### src/pldmc_pkg.sv
// Shared constants, register map and state types of the output macro cell block
`default_nettype none
package pldmc_pkg;
  // Clock and array geometry
  localparam int CLK_PERIOD_NS = 50;                 // 20 MHz system clock
  localparam int NCELL         = 10;                 // Output cells
  localparam int NDED          = 11;                 // Dedicated inputs beside the clock pin
  localparam int NLIT          = 22;                 // Array literals: clock pin, inputs, feedback
  localparam int NTERM         = 22;                 // Sum, enable, preset and reset terms
  localparam int LIT_DED_LSB   = 1;                  // First dedicated input literal
  localparam int LIT_FB_LSB    = 12;                 // First feedback literal
  localparam int TERM_OE_BASE  = 10;                 // First output enable term
  localparam int TERM_SP       = 20;                 // Global synchronous preset term
  localparam int TERM_AR       = 21;                 // Global asynchronous reset term
  localparam int SYNC_W        = 23;                 // Pins passing the synchroniser
  localparam int ADDR_W        = 12;                 // Register bus address width

  // Timing: power-up clear window and preload exit delay
  localparam int RESET_DELAY_MIN_NS = 1000;
  localparam int RESET_DELAY_MAX_NS = 10000;
  localparam int POR_CYCLES = (RESET_DELAY_MIN_NS + CLK_PERIOD_NS - 1) / CLK_PERIOD_NS;
  localparam int POR_MAX_CYCLES = RESET_DELAY_MAX_NS / CLK_PERIOD_NS;
  localparam int PRELOAD_IO_NS = 100;
  localparam int PL_CYCLES = (PRELOAD_IO_NS + CLK_PERIOD_NS - 1) / CLK_PERIOD_NS;
  localparam int POR_W = 8;                          // Holds POR_CYCLES
  localparam int PL_W  = 2;                          // Holds PL_CYCLES

  // Register offsets (byte addresses)
  localparam logic [ADDR_W-1:0] REG_POLARITY  = 12'h000;
  localparam logic [ADDR_W-1:0] REG_PATH      = 12'h004;
  localparam logic [ADDR_W-1:0] REG_SECURITY  = 12'h008;
  localparam logic [ADDR_W-1:0] REG_STATUS    = 12'h00C;
  localparam logic [ADDR_W-1:0] REG_FLOPS     = 12'h010;
  localparam logic [ADDR_W-1:0] REG_TERM_BASE = 12'h100;
  localparam logic [ADDR_W-1:0] REG_TERM_END  = 12'h1B0;
  localparam int TERM_IDX_LSB = 3;                   // Eight bytes per term
  localparam int TERM_CMP_BIT = 2;                   // Set: complement mask word

  // Field positions and reset values
  localparam int SECURE_BIT       = 0;
  localparam int STAT_READY_BIT   = 0;
  localparam int STAT_PRELOAD_BIT = 1;
  localparam logic [NCELL-1:0] POLARITY_RST = 10'h000;
  localparam logic [NCELL-1:0] PATH_RST     = 10'h000;
  localparam logic [NLIT-1:0]  MASK_RST     = 22'h3F_FFFF;
  localparam logic [NLIT-1:0]  MASK_ALL     = 22'h3F_FFFF;
  localparam logic [1:0] RESP_OKAY   = 2'h0;
  localparam logic [1:0] RESP_SLVERR = 2'h2;

  // Synchroniser state
  typedef struct packed {
    logic [SYNC_W-1:0] meta;                         // First stage, read only by second
    logic [SYNC_W-1:0] stable;                       // Second stage
  } pldmc_sync_t;

  // Whole state of the top module
  typedef struct packed {
    logic awready, wready, bvalid, arready, rvalid;
    logic [1:0] bresp, rresp;
    logic [31:0] rdata;
    logic aw_have, w_have;
    logic [ADDR_W-1:0] aw_addr;
    logic [31:0] w_data;
    logic [3:0] w_strb;
    logic [NCELL-1:0] polarity, path, q, pin_out, pin_oe;
    logic secure, clk_prev, ready;
    logic [POR_W-1:0] por_cnt;
    logic [PL_W-1:0] pl_cnt;
    logic [NTERM-1:0][NLIT-1:0] tmask, cmask;
  } pldmc_state_t;
endpackage : pldmc_pkg
`default_nettype wire

### src/pldmc_array.sv
// Programmable AND array: one product per term over true and complement literals
`default_nettype none
module pldmc_array
  import pldmc_pkg::*;
(
  input  wire logic [NLIT-1:0]            lits,   // Current literal values
  input  wire logic [NTERM-1:0][NLIT-1:0] tmask,  // Connected true literals
  input  wire logic [NTERM-1:0][NLIT-1:0] cmask,  // Connected complement literals
  output logic      [NTERM-1:0]           terms   // Product term values
);
  // Unconnected literals count as one; true and complement together give zero
  always_comb begin
    for (int t = 0; t < NTERM; t++) begin
      terms[t] = (&(~tmask[t] | lits)) & (&(~cmask[t] | ~lits));
    end
  end
endmodule : pldmc_array
`default_nettype wire

### src/pldmc_cell_top.sv
// Ten output macro cells with their array, preload mode and register slave
// Behaviour
// - Each pin three-state, enabled by its term
// - Combinatorial pin is bidirectional, registered pin is output only
// - Polarity bit inverts both path kinds alike
// - Polarity one passes value, zero inverts it
// - Preset term loads ones at clock edge
// - Reset term clears flip-flops without clock edge
// - Preset and reset act on flop, not pin
// - Flip-flops clear to zero at power-up
// - Power-up clear done within delay window
// - Secured device reads back all fuses programmed; code hides only the term mask words, polarity and path still read true
// - Super-level preload input disables all outputs
// - Flops capture sum on dedicated clock rise
// - Path zero registered, feedback from inverted flop
// - Path one bypasses flop, feedback from pin
// - Empty term is one, contradiction is zero
//
// Added by the designer: the AXI4-Lite slave port and the register offsets.
`default_nettype none
module pldmc_cell_top
  import pldmc_pkg::*;
(
  input  wire logic              aclk,                  // System clock, 20 MHz
  input  wire logic              aresetn,               // Synchronous reset, low active
  input  wire logic [ADDR_W-1:0] s_axi_awaddr,          // Write address
  input  wire logic [2:0]        s_axi_awprot,          // Write protection, unused
  input  wire logic              s_axi_awvalid,         // Write address valid
  output logic                   s_axi_awready,         // Write address ready
  input  wire logic [31:0]       s_axi_wdata,           // Write data
  input  wire logic [3:0]        s_axi_wstrb,           // Write byte strobes
  input  wire logic              s_axi_wvalid,          // Write data valid
  output logic                   s_axi_wready,          // Write data ready
  output logic [1:0]             s_axi_bresp,           // Write response
  output logic                   s_axi_bvalid,          // Write response valid
  input  wire logic              s_axi_bready,          // Write response ready
  input  wire logic [ADDR_W-1:0] s_axi_araddr,          // Read address
  input  wire logic [2:0]        s_axi_arprot,          // Read protection, unused
  input  wire logic              s_axi_arvalid,         // Read address valid
  output logic                   s_axi_arready,         // Read address ready
  output logic [31:0]            s_axi_rdata,           // Read data
  output logic [1:0]             s_axi_rresp,           // Read response
  output logic                   s_axi_rvalid,          // Read data valid
  input  wire logic              s_axi_rready,          // Read data ready
  input  wire logic              clock_or_input_zero,   // Dedicated clock pin, also input 0
  input  wire logic [NDED-1:0]   dedicated_in,          // Dedicated inputs 1 to 11
  input  wire logic              super_level_voltage,   // Preload super-level detected
  input  wire logic [NCELL-1:0]  cell_pins_in,          // Cell pin levels seen at the pad
  output logic [NCELL-1:0]       cell_pins_out,         // Cell pin drive value
  output logic [NCELL-1:0]       cell_pins_oe,          // Cell pin drive enable, high drives
  output logic                   regs_ready             // Power-up clear complete
);
  pldmc_state_t s;                                      // Registered state
  pldmc_state_t next_s;                                 // Next state
  logic [SYNC_W-1:0] pins_sync;                         // Synchronised pins
  logic              clk_pin_s;                         // Synchronised dedicated clock
  logic [NDED-1:0]   ded_s;                             // Synchronised dedicated inputs
  logic [NCELL-1:0]  cell_s;                            // Synchronised cell pins
  logic              preload_s;                         // Synchronised super-level flag
  logic [NLIT-1:0]   lits;                              // Array literals
  logic [NTERM-1:0]  terms;                             // Array outputs
  logic [NCELL-1:0]  sop;                               // Per-cell sum value
  logic [NCELL-1:0]  oe_terms;                          // Per-cell enable terms
  logic              term_sp;                           // Global preset term
  logic              term_ar;                           // Global reset term
  logic              tick;                              // Rising edge of dedicated clock
  logic [31:0]       wr_old;                            // Current word at write address
  logic [31:0]       wr_new;                            // Word after byte strobes
  logic [31:0]       rd_word;                           // Word at read address

  // Byte-lane merge for strobed writes
  function automatic logic [31:0] pldmc_merge(input logic [31:0] old_v,
                                              input logic [31:0] new_v,
                                              input logic [3:0]  strb);
    logic [31:0] r;
    r = old_v;
    for (int b = 0; b < 4; b++) begin
      if (strb[b]) begin
        r[8*b +: 8] = new_v[8*b +: 8];
      end
    end
    return r;
  endfunction : pldmc_merge

  // True when the address falls into the term mask window
  function automatic logic pldmc_term_hit(input logic [ADDR_W-1:0] a);
    return (a >= REG_TERM_BASE) && (a < REG_TERM_END);
  endfunction : pldmc_term_hit

  // Word-aligned form of an address
  function automatic logic [ADDR_W-1:0] pldmc_align(input logic [ADDR_W-1:0] a);
    return {a[ADDR_W-1:2], 2'h0};
  endfunction : pldmc_align

  // True for any decoded register
  function automatic logic pldmc_mapped(input logic [ADDR_W-1:0] a);
    logic [ADDR_W-1:0] w;
    w = pldmc_align(a);
    return (w == REG_POLARITY) || (w == REG_PATH) || (w == REG_SECURITY) ||
           (w == REG_STATUS) || (w == REG_FLOPS) || pldmc_term_hit(a);
  endfunction : pldmc_mapped

  // Register read value; hide masks the term mask words once secured
  function automatic logic [31:0] pldmc_reg_value(input pldmc_state_t st,
                                                  input logic [ADDR_W-1:0] a,
                                                  input logic hide);
    logic [ADDR_W-1:0] w;
    logic [4:0]        t;
    logic [31:0]       v;
    w = pldmc_align(a);
    t = a[TERM_IDX_LSB +: 5];
    v = 32'h0000_0000;
    if (w == REG_POLARITY) begin
      v = 32'(st.polarity);
    end else if (w == REG_PATH) begin
      v = 32'(st.path);
    end else if (w == REG_SECURITY) begin
      v = 32'(st.secure);
    end else if (w == REG_STATUS) begin
      v[STAT_READY_BIT]   = st.ready;
      v[STAT_PRELOAD_BIT] = (st.pl_cnt != '0);
    end else if (w == REG_FLOPS) begin
      v = 32'(st.q);
    end else if (pldmc_term_hit(a)) begin
      // Secured readback shows every fuse as programmed
      if (hide) begin
        v = 32'(MASK_ALL);
      end else if (a[TERM_CMP_BIT]) begin
        v = 32'(st.cmask[t]);
      end else begin
        v = 32'(st.tmask[t]);
      end
    end
    return v;
  endfunction : pldmc_reg_value

  // Every pin passes two flops before any logic looks at it
  pldmc_sync u_sync (
    .aclk     (aclk),
    .aresetn  (aresetn),
    .pins_in  ({super_level_voltage, cell_pins_in, dedicated_in, clock_or_input_zero}),
    .pins_out (pins_sync)
  );

  assign clk_pin_s = pins_sync[0];
  assign ded_s     = pins_sync[NDED:1];
  assign cell_s    = pins_sync[NCELL+NDED:NDED+1];
  assign preload_s = pins_sync[SYNC_W-1];

  // Feedback per cell: inverted flop when registered, pin when combinatorial
  always_comb begin
    lits              = '0;
    lits[0]           = clk_pin_s;
    lits[LIT_DED_LSB +: NDED] = ded_s;
    for (int i = 0; i < NCELL; i++) begin
      lits[LIT_FB_LSB + i] = s.path[i] ? cell_s[i] : ~s.q[i];
    end
  end

  // Product terms of all cells
  pldmc_array u_array (
    .lits  (lits),
    .tmask (s.tmask),
    .cmask (s.cmask),
    .terms (terms)
  );

  assign sop      = terms[NCELL-1:0];
  assign oe_terms = terms[TERM_OE_BASE +: NCELL];
  assign term_sp  = terms[TERM_SP];
  assign term_ar  = terms[TERM_AR];
  // Clock edges count only once the power-up clear is over
  assign tick     = clk_pin_s && !s.clk_prev && s.ready;
  assign wr_old   = pldmc_reg_value(s, s.aw_addr, 1'b0);
  assign wr_new   = pldmc_merge(wr_old, s.w_data, s.w_strb);
  assign rd_word  = pldmc_reg_value(s, s_axi_araddr, s.secure);

  // Next-state logic for bus slave, cells and housekeeping
  always_comb begin
    next_s = s;
    // Address and data are taken independently, in either order
    if (s_axi_awvalid && s.awready) begin
      next_s.aw_have = 1'b1;
      next_s.aw_addr = s_axi_awaddr;
    end
    if (s_axi_wvalid && s.wready) begin
      next_s.w_have = 1'b1;
      next_s.w_data = s_axi_wdata;
      next_s.w_strb = s_axi_wstrb;
    end
    if (s.bvalid && s_axi_bready) begin
      next_s.bvalid = 1'b0;
    end
    // Both halves present: commit and answer
    if (s.aw_have && s.w_have && !s.bvalid) begin
      next_s.aw_have = 1'b0;
      next_s.w_have  = 1'b0;
      next_s.bvalid  = 1'b1;
      next_s.bresp   = pldmc_mapped(s.aw_addr) ? RESP_OKAY : RESP_SLVERR;
      if (pldmc_align(s.aw_addr) == REG_POLARITY) begin
        next_s.polarity = wr_new[NCELL-1:0];
      end else if (pldmc_align(s.aw_addr) == REG_PATH) begin
        next_s.path = wr_new[NCELL-1:0];
      end else if (pldmc_align(s.aw_addr) == REG_SECURITY) begin
        // Security is one-way until the next reset
        next_s.secure = s.secure | wr_new[SECURE_BIT];
      end else if (pldmc_term_hit(s.aw_addr)) begin
        if (s.aw_addr[TERM_CMP_BIT]) begin
          next_s.cmask[s.aw_addr[TERM_IDX_LSB +: 5]] = wr_new[NLIT-1:0];
        end else begin
          next_s.tmask[s.aw_addr[TERM_IDX_LSB +: 5]] = wr_new[NLIT-1:0];
        end
      end
    end
    // Read channel: one outstanding read
    if (s.rvalid && s_axi_rready) begin
      next_s.rvalid = 1'b0;
    end
    if (s_axi_arvalid && s.arready) begin
      next_s.rvalid = 1'b1;
      next_s.rdata  = rd_word;
      next_s.rresp  = pldmc_mapped(s_axi_araddr) ? RESP_OKAY : RESP_SLVERR;
    end
    next_s.awready = !next_s.aw_have && !next_s.bvalid;
    next_s.wready  = !next_s.w_have && !next_s.bvalid;
    next_s.arready = !next_s.rvalid;

    // Power-up delay counter; flops stay clear until it expires
    if (s.por_cnt != POR_W'(POR_CYCLES)) begin
      next_s.por_cnt = s.por_cnt + POR_W'(1);
    end
    next_s.ready    = (next_s.por_cnt == POR_W'(POR_CYCLES));
    next_s.clk_prev = clk_pin_s;

    // Outputs stay off briefly after the super-level drops
    if (preload_s) begin
      next_s.pl_cnt = PL_W'(PL_CYCLES);
    end else if (s.pl_cnt != '0) begin
      next_s.pl_cnt = s.pl_cnt - PL_W'(1);
    end

    // Flop update: reset term first, then clocked preload, preset, capture
    for (int i = 0; i < NCELL; i++) begin
      if (term_ar) begin
        next_s.q[i] = 1'b0;
      end else if (tick && preload_s) begin
        // Only registered cells take the pin value
        if (!s.path[i]) begin
          next_s.q[i] = cell_s[i];
        end
      end else if (tick && term_sp) begin
        next_s.q[i] = 1'b1;
      end else if (tick) begin
        next_s.q[i] = sop[i];
      end
    end

    // Pin value through polarity; preset and reset reach the pin only via q
    for (int i = 0; i < NCELL; i++) begin
      next_s.pin_out[i] = (next_s.path[i] ? sop[i] : next_s.q[i])
                          ^ ~next_s.polarity[i];
    end
    // Enable term drives the buffer; a never-true term leaves an input pin
    next_s.pin_oe = (preload_s || s.pl_cnt != '0) ? '0 : oe_terms;
  end

  // State register; reset gives the power-up clear
  always_ff @(posedge aclk) begin
    if (!aresetn) begin
      s          <= '0;
      s.pin_out  <= ~POLARITY_RST;                        // Cleared flop seen through polarity
      s.polarity <= POLARITY_RST;
      s.path     <= PATH_RST;
      s.tmask    <= {NTERM{MASK_RST}};
      s.cmask    <= {NTERM{MASK_RST}};
      s.bresp    <= RESP_OKAY;
      s.rresp    <= RESP_OKAY;
    end else begin
      s <= next_s;
    end
  end

  assign s_axi_awready = s.awready;
  assign s_axi_wready  = s.wready;
  assign s_axi_bresp   = s.bresp;
  assign s_axi_bvalid  = s.bvalid;
  assign s_axi_arready = s.arready;
  assign s_axi_rdata   = s.rdata;
  assign s_axi_rresp   = s.rresp;
  assign s_axi_rvalid  = s.rvalid;
  assign cell_pins_out = s.pin_out;
  assign cell_pins_oe  = s.pin_oe;
  assign regs_ready    = s.ready;
endmodule : pldmc_cell_top
`default_nettype wire

### src/pldmc_sync.sv
// Two-stage synchroniser for all pin inputs
`default_nettype none
module pldmc_sync
  import pldmc_pkg::*;
(
  input  wire logic              aclk,     // System clock
  input  wire logic              aresetn,  // Synchronous reset, low active
  input  wire logic [SYNC_W-1:0] pins_in,  // Raw pin levels
  output logic      [SYNC_W-1:0] pins_out  // Synchronised levels
);
  pldmc_sync_t s;                          // Registered state
  pldmc_sync_t next_s;                     // Next state

  // Shift one stage per clock
  always_comb begin
    next_s        = s;
    next_s.meta   = pins_in;
    next_s.stable = s.meta;
  end

  // Register with synchronous clear
  always_ff @(posedge aclk) begin
    if (!aresetn) begin
      s <= '0;
    end else begin
      s <= next_s;
    end
  end

  assign pins_out = s.stable;
endmodule : pldmc_sync
`default_nettype wire

### config.mk
export PLATFORM = sky130hd
export DESIGN_NAME = pldmc_cell_top
export DESIGN_NICKNAME = d
export VERILOG_FILES = /design/src/pldmc_pkg.sv /design/src/pldmc_array.sv /design/src/pldmc_cell_top.sv /design/src/pldmc_sync.sv
export SDC_FILE = /design/constraint.sdc
export NUM_CORES = 2
export LEC_CHECK = 0
export ABC_AREA = 0
export BUFFER_PORTS_ARGS = -buffer_cell sky130_fd_sc_hd__buf_2
export CELL_PAD_IN_SITES_DETAIL_PLACEMENT = 1
export CELL_PAD_IN_SITES_GLOBAL_PLACEMENT = 1
export CORE_MARGIN = 1.5
export CORE_UTILIZATION = 35
export CTS_CLUSTER_SIZE = 14
export DETAILED_ROUTE_END_ITERATION = 6
export PLACE_DENSITY_LB_ADDON = 0.1
export SYNTH_ARGS = -nofsm -noshare
export SYNTH_HDL_FRONTEND = slang
export SYNTH_SLANG_ARGS = --single-unit
### constraint.sdc
create_clock -name aclk -period 3.34 [get_ports aclk]
set_input_delay 0.668 -clock aclk [delete_from_list [all_inputs] [get_ports aclk]]
set_output_delay 0.668 -clock aclk [all_outputs]
set_load 0.05 [all_outputs]
==> run metrics <==
CTS clk-pin slew, worst paths approximately 0.060 ns; Clock Latency Late Sink 0.82 ns; hold_sp dedicated_in[10]; Final period util 101.3%; crit-path max FO 17; pwr dens approximately 450 mW/mm^2; Worst Hold Endpoint u_sync.next_s[11]; initial core utilization a little over a third; Layout Area Growth over Synthesis 20.66%; final wirelength between 300 and 400 mm; final net count approximately 7,500; Worst Max-Slew Pin Slew around 1.1 ns; Setup WS pre-CTS -0.1101 ns; Final Max Tran Viols 0; Pre-antenna DRT Iters 6; crit path kind flip-flop to flip-flop; DR iter-0 viols 7,268; Cells after Synth roughly 7,200; CP max stage delay about 0.60 ns; crit-path most repeated cell buf_4; Final min period around 3.4 ns; Fillers ~20,000; Post-DP Area just over 0.07 mm^2; R2R Setup Slk -0.04 ns; Vias/cell ~6; clk root buf clkbuf_16; Netlist Area Pre-Place 0.06318 mm^2; launching point of the worst reg2reg path s[1070]; I/O pin count around 160; failing checks negative setup slack; Lkg Pwr 0.03206 uW; antenna viol nets, final 0; WP data required 3.95 ns; Final setup viols 8; Post-DP HPWL roughly 250 mm; routed vias slightly above 60,000; CTS tree built; WHS a little over 0.06 ns; EDFF count, synth 0; critical path capture point type flip-flop; Tot GR Track Use between 30% and 40%; CTS max path bufs 3; Final Skew around 0.034 ns; Peak VDD IR about 0.57 mV; H-tree depth 4; drt drc 0; top_reg_cell synth dfxtp_1; RSZ-0062 raised after global routing true; fraction of final layout cells with drive strength greater than 1 21.96%; asr flop ratio synth 0%; grt ovf 0; Chip Height around 430 um; Slowest cell on crit path mux4_2; largest net degree at the start of global routing between 150 and 200; worst hold path type input pin to flip-flop; Crit path max-delay family compound AO/OA/AOI/OAI gates; Final Wtd Congestion between 0.9 and 1; initial antenna violation count 19; Port-buffer cells 124; CORE AREA around 0.18 mm^2; CP Launch Type flip-flop; number of global-route vias before repair slightly below 60,000; worst path setup slack after routing -0.04310 ns; crit path DAT 4.00 ns; sequential area share after synthesis 36.22%; max_slew headroom 28.46%; Synth Warn # 0; Avg Synthesized Cell Area approximately 8.8 um^2; Yosys cell types 86; first-pass GRT wire length roughly 460 mm; Die X roughly 430 um; total power roughly 34,000 uW; crit path buf inv count 3; Fmax just under 300 MHz; WL/cell 33.23 um; total CTS buffers 144; Critical Path, Cell by Cell buf_4, mux4_2, a22o_1, a2111oi_1, a31oi_1, a31oi_4, buf_4, buf_12, o211ai_1; Final Util between 40% and 50%; die area about 0.18 mm^2; # Max-Cap Violations 0; final instance area between 0.07 and 0.08 mm^2; Reg-to-Reg End s[248]; #FFs+latches synth ~1,100; Hold Crit Depth 2; Rows roughly 160; Hold Vio Cnt, Final 0; status finished, violations left; cell count of the worst reg-to-reg path 9; clk sinks between 1,000 and 1,500
[state kept, by name, indices dropped and copies added (netlist names), 10 cells and up]
signal	cells
u_sync.next_s	23
cell_pins_oe	10
s_axi_rdata	22
cell_pins_out	10
s	1047
u_sync.pins_out	23
[where the power goes]
part	switching, uW	internal (uW)
sequential	115	13700
combinational	2250	1160
clock	6650	10300
total	9020	25200
[final cells by class]
| cell class | count | area, um^2 | share of cell area [%] |
|---|---|---|---|
| Clock buffer | 207 | 4340 | 5.694 |
| Inverter | 16 | 60.06 | 0.07878 |
| Clock inverter | 48 | 698.2 | 0.9159 |
| Timing Repair Buffer | 879 | 8165 | 10.71 |
| Antenna cell | 2 | 5.005 | 0.006565 |
| Tap cell | 2355 | 2947 | 3.865 |
| Multi-Input combinational cell | 5238 | 37110 | 48.68 |
| Sequential cell | 1143 | 22910 | 30.05 |
[per-layer routing]
layer / track usage (%) / share of wire (%) / up-vias
met5: 0 / 0.023 / -
met4: 15.49 / 4.9 / 12
met3: 6.872 / 8.7 / 536
met2: 52.46 / 43 / 2848
met1: 47.94 / 43 / 31390
li1: - / - / 26360
[per-stage QoR]
step                setup TNS [ns]  instances
finish                    -0.09134       9888
global route              -0.02747       9886
CTS                              0       9876
detailed placement         -0.4903       9615
global placement          -0.09944       9615
floorplan                        0       7172
[how the worst max path moves through the flow]
| stage | endpoint | startpoint | depth (start not counted) | slack [ns] |
|---|---|---|---|---|
| final | s[248] | s[1070] | 9 | -0.04 |
| after floorplan | s_axi_rdata[12] | s_axi_araddr[5] | 10 | 0.35 |
| after global routing | s[248] | s[1070] | 10 | -0.02 |
| after global placement | s_axi_rdata[9] | s_axi_araddr[3] | 11 | -0.06 |
| after CTS | cell_pins_out[2] | s[1070] | 12 | 0.01 |
| after detailed placement | s_axi_rdata[9] | s_axi_araddr[3] | 11 | -0.11 |
[worst reg2reg max path, stage by stage, from the launching register on]
cell	delay, ns
dfxtp_4	0.52
buf_4	0.29
mux4_2	0.60
a22o_1	0.36
a2111oi_1	0.42
a31oi_1	0.12
a31oi_4	0.31
buf_4	0.26
buf_12	0.18
o211ai_1	0.14
[cell usage in the layout (no fill, tap or decap), types with 8 or more instances in the layout]
| cell type | count |
|---|---|
| a2111oi_0 | 12 |
| a211oi_1 | 45 |
| a21oi_1 | 211 |
| a221oi_1 | 52 |
| a22oi_1 | 37 |
| a31oi_1 | 17 |
| a32o_2 | 11 |
| and2_1 | 74 |
| and3_1 | 9 |
| buf_12 | 136 |
| buf_2 | 120 |
| buf_4 | 608 |
| bufinv_16 | 17 |
| clkbuf_1 | 22 |
| clkbuf_16 | 155 |
| clkbuf_8 | 33 |
| clkinv_2 | 23 |
| conb_1 | 12 |
| dfxtp_1 | 1127 |
| dfxtp_2 | 13 |
| inv_1 | 14 |
| mux2_2 | 35 |
| mux2i_1 | 678 |
| mux4_2 | 391 |
| nand2_1 | 740 |
| nand2b_1 | 14 |
| nand3_1 | 65 |
| nand4_1 | 100 |
| nor2_1 | 1324 |
| nor2b_1 | 33 |
| nor3_1 | 38 |
| nor3_2 | 12 |
| o211ai_1 | 435 |
| o21ai_0 | 633 |
| o21ai_1 | 17 |
| o21ai_4 | 9 |
| o221ai_1 | 24 |
| o22ai_1 | 35 |
| or2_2 | 8 |
| or4_1 | 8 |
[cells by family (layout without fill, tap and decap cells)]
family | after synthesis | count (layout) | share of synthesized area (%)
muxes | 1105 | 1105 | 25.32
other | 1 | 14 | 0.005936
AOI/OAI and AO/OA | 1628 | 1628 | 16.26
and+or+nand+nor | 2481 | 2481 | 16.34
adders and majority gates | 2 | 2 | 0.03960
DFF | 1143 | 1143 | 36.22
buffers and inverters | 791 | 1150 | 5.672
xor gates and xnor gates | 10 | 10 | 0.1386
[cell usage after synthesis (6+ instances only)]
| cell | number | share of area (%) |
|---|---|---|
| nor2_1 | 1327 | 7.9 |
| dfxtp_1 | 1143 | 36 |
| nand2_1 | 741 | 4.4 |
| mux2i_1 | 678 | 11 |
| o21ai_0 | 639 | 5.1 |
| o211ai_1 | 435 | 5.2 |
| clkbuf_1 | 421 | 2.5 |
| mux4_2 | 391 | 14 |
| a21oi_1 | 214 | 1.7 |
| buf_2 | 194 | 1.5 |
| nand4_1 | 100 | 0.99 |
| buf_4 | 81 | 0.96 |
| and2_1 | 76 | 0.75 |
| buf_1 | 70 | 0.42 |
| nand3_1 | 66 | 0.52 |
| a221oi_1 | 55 | 0.76 |
| nor3_1 | 50 | 0.40 |
| a211oi_1 | 45 | 0.53 |
| a22oi_1 | 41 | 0.49 |
| mux2_2 | 36 | 0.64 |
| o22ai_1 | 36 | 0.36 |
| nor2b_1 | 35 | 0.35 |
| o221ai_1 | 24 | 0.33 |
| o21ai_1 | 22 | 0.17 |
| a31oi_1 | 18 | 0.18 |
| a2111oi_0 | 17 | 0.24 |
| a32o_1 | 16 | 0.25 |
| nand2b_1 | 15 | 0.15 |
| inv_1 | 14 | 0.083 |
| and3_1 | 9 | 0.089 |
| buf_6 | 9 | 0.16 |
| or4_1 | 8 | 0.095 |
| nor4_1 | 7 | 0.069 |
| o32a_1 | 7 | 0.11 |
| a221o_1 | 6 | 0.095 |
| and4_1 | 6 | 0.083 |
| or2_2 | 6 | 0.059 |
| or3_1 | 6 | 0.059 |
| xor2_1 | 6 | 0.083 |
[timing repair]
action,CTS,global route
buffers inserted,6,7
endpoints found under the setup margin,57,379
gates resized for setup,0,33
pin swaps,0,4
cloned,0,3
hold buffers,0,0
Note: power is estimated with default switching activity, not from simulation.
